File: config.mk
export PLATFORM = sky130hd
export DESIGN_NAME = cexc_top
export DESIGN_NICKNAME = d
export VERILOG_FILES = /design/src/shared/cexc_pkg.sv /design/src/shared/cexc_pat_if.sv /design/src/design/cexc_pattern_gen.sv /design/src/design/cexc_top.sv
export VERILOG_INCLUDE_DIRS = /design/src /design/src/shared
export SDC_FILE = /design/constraint.sdc
export NUM_CORES = 1
export LEC_CHECK = 0
export BUFFER_PORTS_ARGS = -buffer_cell sky130_fd_sc_hd__buf_2
export CORE_MARGIN = 2
export CORE_UTILIZATION = 55
export DETAILED_ROUTE_END_ITERATION = 10
export GPL_TIMING_DRIVEN = 0
export MAX_ROUTING_LAYER = met4
export PLACE_DENSITY = 0.75
export SETUP_SLACK_MARGIN = 0.2
export SLEW_MARGIN = 20
export SYNTH_ARGS = -nofsm -noshare
export SYNTH_HDL_FRONTEND = slang
export SYNTH_SLANG_ARGS = --single-unit
File: constraint.sdc
create_clock -name ref_clk_i -period 3.6 [get_ports ref_clk_i]
set_input_delay 0 -clock ref_clk_i [delete_from_list [all_inputs] [get_ports ref_clk_i]]
set_output_delay 0 -clock ref_clk_i [all_outputs]
set_load 0.01 [all_outputs]
File: src/shared/cexc_defines.svh
// timing counts and widths for the cassette exerciser control block
// assumes a 100 MHz system clock
`ifndef CEXC_DEFINES_SVH
`define CEXC_DEFINES_SVH
`define CEXC_CLK_MHZ        100
`define CEXC_MIN_RUN_MS     50
`define CEXC_MIN_STOP_MS    50
`define CEXC_MIN_RUN_CYC    (`CEXC_MIN_RUN_MS * 1000 * `CEXC_CLK_MHZ)
`define CEXC_MIN_STOP_CYC   (`CEXC_MIN_STOP_MS * 1000 * `CEXC_CLK_MHZ)
`define CEXC_CELL_CYC       1000
`define CEXC_CTR_W          32
`endif

File: src/shared/cexc_pkg.sv
// types shared by the cassette exerciser control block
// assumes nothing beyond the defines header
package cexc_pkg;
    // drive switch position
    typedef enum logic [1:0] {CEXC_DIR_OFF, CEXC_DIR_REV, CEXC_DIR_FWD} cexc_dir_t;
    // data track pattern switch position
    typedef enum logic [1:0] {CEXC_PAT_ZERO, CEXC_PAT_ALT, CEXC_PAT_ONE} cexc_pat_t;
    // start/stop phase
    typedef enum logic [0:0] {CEXC_PH_RUN, CEXC_PH_STOP} cexc_phase_t;
endpackage
File: src/shared/cexc_pat_if.sv
// carrier between the exerciser top and its pattern generator
// assumes one clock shared by both ends
`timescale 1ns/1ps
interface cexc_pat_if;
    import cexc_pkg::*;
    logic      enable;  // gates the data bit and clock pulse
    cexc_pat_t pattern; // chosen data pattern
    logic      data;    // data track bit
    logic      clk_pls; // clock track pulse
    modport ctrl (output enable, output pattern, input data, input clk_pls);
    modport gen  (input enable, input pattern, output data, output clk_pls);
endinterface

File: src/design/cexc_pattern_gen.sv
// free running write pattern generator for the exerciser
// assumes enable and pattern come from logic on the same clock
`timescale 1ns/1ps
`include "cexc_defines.svh"
module cexc_pattern_gen #(
    parameter int CELL_CYC = `CEXC_CELL_CYC
) (
    input  wire logic   ref_clk_i,
    input  wire logic   resetn_i,
    cexc_pat_if.gen     pat
);
    import cexc_pkg::*;
    initial begin
        if (CELL_CYC < 4) $error("cell too short");
    end
    logic [31:0] cell_q;  // cycles into the bit cell
    logic        alt_q;   // alternating data bit
    logic        data_q;  // data bit registered
    logic        pls_q;   // clock pulse registered
    wire         cell_end = (cell_q == 32'(CELL_CYC - 1));
    wire         pls_on   = pat.enable && (cell_q < 32'(CELL_CYC / 2));
    wire         data_nxt = (pat.pattern == CEXC_PAT_ONE) ||
                            ((pat.pattern == CEXC_PAT_ALT) && alt_q);
    // ----------------------------------------------
    // cell counter never pauses, enable gates only the data bit and clock pulse
    // ----------------------------------------------
    always_ff @(posedge ref_clk_i or negedge resetn_i) begin
        if (!resetn_i) begin
            cell_q <= 32'h0;
            alt_q  <= 1'b0;
            data_q <= 1'b0;
            pls_q  <= 1'b0;
        end else begin
            cell_q <= cell_end ? 32'h0 : cell_q + 32'h1;
            if (cell_end) alt_q <= ~alt_q;
            data_q <= pat.enable && data_nxt;
            pls_q  <= pls_on;
        end
    end
    assign pat.data    = data_q;
    assign pat.clk_pls = pls_q;
endmodule // cexc_pattern_gen

File: src/design/cexc_top.sv
// control and lamp logic of the cassette tape exerciser
// assumes panel switches and tape unit status arrive unsynchronised
`timescale 1ns/1ps
`include "cexc_defines.svh"
// Behaviour
// - run switch off disables all functions
// - speed switch selects high or normal speed
// - clipping switch selects high or normal threshold
// - rewind switch starts rewind, leader ends it
// - rewind overrides other functions and lamps except the ready, leader, position and write permit lamps
// - drive switch: reverse, none, forward
// - mode switch: start/stop or continuous
// - select switch: read up, write down
// - pattern switch: zeros, alternating, ones
// - run interval at least fifty milliseconds
// - stop interval at least fifty milliseconds
// - ready lamp after insert and full rewind
// - leader lamp follows clear leader status
// - position lamp between start and end holes
// - speed and clipping lamps follow selections
// - rewind lamp follows its command, reverse and forward lamps follow drive switch
// - read lamps follow read ones
// - write permit lamp follows write tab
// - write select lamp follows select switch
// - write lamps follow written ones
// - writing continues during start/stop pauses
module cexc_top #(
    parameter int RUN_CYC  = `CEXC_MIN_RUN_CYC,
    parameter int STOP_CYC = `CEXC_MIN_STOP_CYC,
    parameter int CELL_CYC = `CEXC_CELL_CYC
) (
    input  wire logic              ref_clk_i,
    input  wire logic              resetn_i,
    input  wire logic              run_sw_i,           // master run switch
    input  wire logic              speed_select_i,     // high speed switch
    input  wire logic              read_clip_high_select_i,
    input  wire logic              rewind_request_i,   // momentary switch
    input  wire cexc_pkg::cexc_dir_t drive_sel_i,      // drive switch
    input  wire logic              motion_mode_select_i, // 1 start/stop
    input  wire logic              write_sel_i,        // 1 write, 0 read
    input  wire cexc_pkg::cexc_pat_t write_pattern_select_i,
    input  wire logic              cassette_in_i,      // cassette loaded
    input  wire logic              at_leader_i,        // clear leader seen
    input  wire logic              in_position_i,      // between holes
    input  wire logic              write_tab_ok_i,     // write allowed
    input  wire logic              read_data_i,        // read data track
    input  wire logic              read_clock_i,       // read clock track
    output logic                   speed_high_o,
    output logic                   read_clip_high_o,
    output logic                   rewind_o,
    output logic                   reverse_drive_o,
    output logic                   forward_drive_o,
    output logic                   read_cmd_o,
    output logic                   write_cmd_o,
    output logic                   write_data_o,
    output logic                   write_clock_o,
    output logic                   tape_ready_lamp_o,
    output logic                   leader_lamp_o,
    output logic                   tape_in_position_lamp_o,
    output logic                   speed_lamp_o,
    output logic                   clip_lamp_o,
    output logic                   rewind_lamp_o,
    output logic                   reverse_lamp_o,
    output logic                   forward_lamp_o,
    output logic                   read_data_lamp_o,
    output logic                   read_clock_lamp_o,
    output logic                   write_permit_lamp_o,
    output logic                   write_select_lamp_o,
    output logic                   write_data_lamp_o,
    output logic                   write_clock_lamp_o
);
    import cexc_pkg::*;
    localparam int NSYNC = 16;
    initial begin
        if (RUN_CYC < 1 || STOP_CYC < 1) $error("interval below one cycle");
    end
    // ----------------------------------------------
    // input synchronisers
    // ----------------------------------------------
    logic [NSYNC-1:0] raw;     // asynchronous inputs gathered
    logic [NSYNC-1:0] s1_q;    // first stage, read only by s2
    logic [NSYNC-1:0] s2_q;    // synchronised copy
    assign raw = {run_sw_i, speed_select_i, read_clip_high_select_i, rewind_request_i,
                  drive_sel_i, motion_mode_select_i, write_sel_i,
                  write_pattern_select_i, cassette_in_i, at_leader_i,
                  in_position_i, write_tab_ok_i, read_data_i, read_clock_i};
    genvar gi;
    generate
        for (gi = 0; gi < NSYNC; gi++) begin : g_sync
            // two flops per bit
            always_ff @(posedge ref_clk_i or negedge resetn_i) begin
                if (!resetn_i) begin
                    s1_q[gi] <= 1'b0;
                    s2_q[gi] <= 1'b0;
                end else begin
                    s1_q[gi] <= raw[gi];
                    s2_q[gi] <= s1_q[gi];
                end
            end
        end
    endgenerate
    // named views of the synchronised inputs
    wire       run      = s2_q[15];
    wire       spd      = s2_q[14];
    wire       clip     = s2_q[13];
    wire       rwd_sw   = s2_q[12];
    wire [1:0] dir_raw  = s2_q[11:10];
    wire       ss_mode  = s2_q[9];
    wire       wr_sel   = s2_q[8];
    wire [1:0] pat_raw  = s2_q[7:6];
    wire       cass_in  = s2_q[5];
    wire       leader   = s2_q[4];
    wire       in_pos   = s2_q[3];
    wire       tab_ok   = s2_q[2];
    wire       rd_data  = s2_q[1];
    wire       rd_clk   = s2_q[0];
    // ----------------------------------------------
    // rewind and ready state
    // ----------------------------------------------
    logic        rwd_q;      // rewind in effect
    logic        ready_q;    // rewound since insertion
    cexc_phase_t phase_q;    // start/stop phase
    logic [31:0] ph_cnt_q;   // cycles into phase
    wire rwd_start = run && rwd_sw && !leader;
    wire rwd_d     = run && (rwd_start || (rwd_q && !leader));
    wire ready_d   = cass_in && (ready_q || (rwd_q && leader));
    wire ph_end    = (phase_q == CEXC_PH_RUN) ?
                     (ph_cnt_q >= 32'(RUN_CYC - 1)) :
                     (ph_cnt_q >= 32'(STOP_CYC - 1));
    // ----------------------------------------------
    // command decode
    // ----------------------------------------------
    wire active   = run && !rwd_q;
    wire ss_go    = !ss_mode || (phase_q == CEXC_PH_RUN);
    wire rev_d    = active && (dir_raw == 2'(CEXC_DIR_REV)) && ss_go;
    wire fwd_d    = active && (dir_raw == 2'(CEXC_DIR_FWD)) && ss_go;
    wire rev_lamp = active && (dir_raw == 2'(CEXC_DIR_REV));
    wire fwd_lamp = active && (dir_raw == 2'(CEXC_DIR_FWD));
    wire wr_on    = active && wr_sel;
    wire rd_on    = active && !wr_sel;
    always_ff @(posedge ref_clk_i or negedge resetn_i) begin
        if (!resetn_i) begin
            rwd_q    <= 1'b0;
            ready_q  <= 1'b0;
            phase_q  <= CEXC_PH_RUN;
            ph_cnt_q <= 32'h0;
        end else begin
            rwd_q    <= rwd_d;
            ready_q  <= ready_d;
            if (!active || !ss_mode) begin
                phase_q  <= CEXC_PH_RUN;
                ph_cnt_q <= 32'h0;
            end else if (ph_end) begin
                phase_q  <= (phase_q == CEXC_PH_RUN) ? CEXC_PH_STOP : CEXC_PH_RUN;
                ph_cnt_q <= 32'h0;
            end else begin
                ph_cnt_q <= ph_cnt_q + 32'h1;
            end
        end
    end
    // ----------------------------------------------
    // pattern generator
    // ----------------------------------------------
    cexc_pat_if pat_bus ();
    assign pat_bus.enable  = wr_on;
    assign pat_bus.pattern = cexc_pat_t'(pat_raw);
    cexc_pattern_gen #(.CELL_CYC(CELL_CYC)) u_gen (
        .ref_clk_i (ref_clk_i),
        .resetn_i  (resetn_i),
        .pat       (pat_bus.gen)
    );
    // ----------------------------------------------
    // output registers
    // ----------------------------------------------
    always_ff @(posedge ref_clk_i or negedge resetn_i) begin
        if (!resetn_i) begin
            speed_high_o            <= 1'b0;
            read_clip_high_o        <= 1'b0;
            rewind_o                <= 1'b0;
            reverse_drive_o         <= 1'b0;
            forward_drive_o         <= 1'b0;
            read_cmd_o              <= 1'b0;
            write_cmd_o             <= 1'b0;
            write_data_o            <= 1'b0;
            write_clock_o           <= 1'b0;
            tape_ready_lamp_o       <= 1'b0;
            leader_lamp_o           <= 1'b0;
            tape_in_position_lamp_o <= 1'b0;
            speed_lamp_o            <= 1'b0;
            clip_lamp_o             <= 1'b0;
            rewind_lamp_o           <= 1'b0;
            reverse_lamp_o          <= 1'b0;
            forward_lamp_o          <= 1'b0;
            read_data_lamp_o        <= 1'b0;
            read_clock_lamp_o       <= 1'b0;
            write_permit_lamp_o     <= 1'b0;
            write_select_lamp_o     <= 1'b0;
            write_data_lamp_o       <= 1'b0;
            write_clock_lamp_o      <= 1'b0;
        end else begin
            speed_high_o            <= active && spd;
            read_clip_high_o        <= active && clip;
            rewind_o                <= rwd_q;
            reverse_drive_o         <= rev_d;
            forward_drive_o         <= fwd_d;
            read_cmd_o              <= rd_on;
            write_cmd_o             <= wr_on;
            write_data_o            <= pat_bus.data;
            write_clock_o           <= pat_bus.clk_pls;
            tape_ready_lamp_o       <= ready_q;
            leader_lamp_o           <= leader;
            tape_in_position_lamp_o <= in_pos;
            speed_lamp_o            <= active && spd;
            clip_lamp_o             <= active && clip;
            rewind_lamp_o           <= rwd_q;
            reverse_lamp_o          <= rev_lamp;
            forward_lamp_o          <= fwd_lamp;
            read_data_lamp_o        <= rd_on && rd_data;
            read_clock_lamp_o       <= rd_on && rd_clk;
            write_permit_lamp_o     <= tab_ok;
            write_select_lamp_o     <= active && wr_sel;
            write_data_lamp_o       <= pat_bus.data;
            write_clock_lamp_o      <= pat_bus.clk_pls;
        end
    end
endmodule // cexc_top

==> reports/metrics.csv <==
stage;metric;value;unit
routing;drt first pass iters;5;
floorplanning;chip width;94.5;um
finish;share of layout cells above drive strength 1;20.2;%
grt;Overflow after GRT;0;
worst_setup_path;Critical Path AT;2450;ps
yosys;Post-synth top flop;dfrtp_1;
floorplanning;die area;8920;um^2
placed_design;Port Buffers;40;
placed_design;GP Congestion;0.777;
timing;Max Clk Rate;0.487;GHz
yosys;Cell Area, Synth;4500;um^2
clock_tree;CTS tree;done;
yosys;asr flop ratio synth;100;%
floorplanning;Core Area;7850;um^2
grt;pin count of the biggest net entering global routing;78;
timing;final worst path period need;2050;ps
clock_tree;Longest Clk Path Bufs;2;
yosys;Seq cells post-synth;119;
timing;final hold vios;0;
timing;RSZ-0062 raised after global routing;false;
clock_tree;Root Buffer;clkbuf_8;
power;Sw Pwr;0.666;mW
timing;worst-margin pin slew;564;ps
clock_tree;Post-CTS Resized;0;
yosys;syn_area_per_cell;12.6;um^2
grt;vias in the first global route;3135;
outcome;status;finished clean;
timing;TNS Setup;0;ps
worst_setup_path;critical path required time;3990;ps
timing;Final Skew;8.43;ps
power;Pint;2.40;mW
power;Peak supply drop;358;uV
power;sequential share of power;45.2;%
yosys;Seq/Total Area, Yosys;66.2;%
routing;via count;2888;
timing;# setup viols final;0;
clock_tree;hold_buf cts;18;
clock_tree;clock slew at reported path FFs;60;ps
routing;via/cell ratio;5.18;
timing;crit share post-route;57.0;%
clock_tree;htree depth;4;
job;Max-cap violations;0;
routing;Post-Route WL;8280;um
yosys;Synth Warn #;0;
worst_setup_path;Setup Crit Path Kind;flop to flop;
power;Clock power frac;51.7;%
yosys;Unique masters post-synth;36;
finish;most common cell after layout, fill and taps aside;dfrtp_1;
clock_tree;postcts setup bufs;0;
power;Cell Pwr Density;542;nW/um^2
finish;highest-count cells in the layout ignoring fill and taps;dfrtp_1, nor2_1, buf_2, xnor2_1, nand3_1;
yosys;Synth Instances;357;
power;switching share of total power;21.7;%
floorplanning;Top Ports;41;
clock_tree;CTS sink cnt;119;
finish;P&R area growth vs syn;25.5;%
routing;1st-iter DRT viols;102;
finish;Util after Layout;72.0;%
timing;worst rel slew slack;62.1;%
floorplanning;row count;32;
placed_design;hpwl dp;4770;um
floorplanning;Initial Utilization;57.4;%
finish;area occupied by registers;2980;um^2
power;Leak Pwr;2.59;nW
routing;Routed wire per std cell;14.8;um
clock_tree;Num CTS Buffers;17;
worst_setup_path;crit end category;flop;
finish;number of fill cells;478;
worst_hold_path;hold crit path type;input pin to async pin;
finish;Ant. Diodes;0;
worst_setup_path;startpoint types;flop;
finish;# nets final;463;
clock_tree;worst-skew pair later-pin latency;510;ps
routing;final antenna-violating net count;0;
grt;first-pass GRT wire length;14600;um
timing;Max Slew Vio Count;0;
floorplanning;Die Y;94.5;um
worst_setup_path;flop-to-flop setup slack;1550;ps
routing;drc violations;0;
worst_setup_path;CP Max Fanout;6;
grt;initial antenna violation count;0;
yosys;number of flops mapped to enable cells by yosys;0;
power;combinational share of power;3.0;%
grt;overall routing resource usage;22.5;%
worst_setup_path;worst reg2reg path depth;5;
finish;footprint of the multi-input gates;1450;um^2
==> flip-flops by register name, indices dropped and copies added (netlist names), 2 cells and up <==
name             flops
ph_cnt_q            32
u_gen.cell_q        32
s1_q                16
dir_raw              2
pat_bus.pattern      2
==> per-stage QoR <==
| stage | instance area [um^2] | hold slack [ps] | std cells | worst slack, ps | total power [mW] |
|---|---|---|---|---|---|
| finish | 5650 | 18.0 | 558 | 1550 | 3.06 |
| global route | 5650 | 45.6 | 558 | 1440 | 3.18 |
| CTS | 5650 | 13.8 | 558 | 1550 | 3.09 |
| detailed placement | 4890 | -51.3 | 508 | 1650 | 1.48 |
| global placement | 4860 | 109 | 507 | 1250 | 1.48 |
| floorplan | 4530 | -296 | 365 | 1800 | 1.43 |
==> cell families (layout without fill, tap and decap cells) <==
kind of cell / after synthesis / count (layout) / share of synthesized area [%]
xor+xnor: 52 / 52 / 10.1
fa+ha+maj: 2 / 2 / 0.556
other cells: 1 / 9 / 0.0833
simple gates: 156 / 156 / 18.7
mux: 2 / 2 / 0.556
compound gates: 10 / 10 / 1.64
flops: 119 / 119 / 66.2
buf+inv: 15 / 106 / 2.20
==> worst max-delay path, cell delays in order (launching register included) <==
cell	delay (ps)
dfrtp_1	430
nor4_1	440
nand4_1	230
a211o_1	320
o211ai_2	190
mux2_4	330
==> power by group through the flow <==
stage	Combinational [mW]	Clock (mW)	Sequential [mW]
final	0.0928	1.59	1.39
after global routing	0.105	1.69	1.39
after CTS	0.0942	1.61	1.39
after detailed placement	0.0759	0	1.41
after global placement	0.0686	0	1.41
after floorplan	0.0172	0	1.41
==> synth_stat cells, types with 3 or more instances <==
cell type,count,share of area [%]
nand4_1,11,1.5
nor3_1,6,0.67
buf_4,7,1.2
dfrtp_1,119,66
xor2_1,20,3.9
and3_1,7,0.97
inv_1,5,0.42
nor3b_1,3,0.50
nor2_1,46,3.8
nand3_1,21,2.3
and4_1,7,1.4
xnor2_1,32,6.2
a21oi_1,4,0.44
nor2b_1,4,0.56
nor4_1,9,1.3
nand2_1,20,1.7
and2_1,9,1.3
==> metal layers <==
layer,track usage [%],part of all wire [%],vias to the layer above
li1,-,-,1370
met1,26.2,42,1446
met2,36.1,52,53
met3,6.23,3.5,19
met4,11.4,2.0,0
met5,-,0,-
==> worst paths after layout <==
kind,start,end
setup / recovery,ph_cnt_q[20],phase_q
hold / removal,resetn_i,rwd_q
setup reg to reg,ph_cnt_q[20],phase_q
hold reg to reg,u_gen.pat.data,write_data_lamp_o
max in group asynchronous,resetn_i,u_gen.pat.data
min in group ref_clk_i,read_data_i,s1_q[1]
==> cell type report <==
type,count,share of cell area (%)
Sequential cell,119,52.7
Multi-Input combinational cell,231,25.7
Timing Repair Buffer,59,7.51
Clock inverter,15,2.72
Buffer,10,1.42
Inverter,5,0.332
Clock buffer,17,7.33
Tap cell,102,2.26
(Power assumes the default switching activity.)
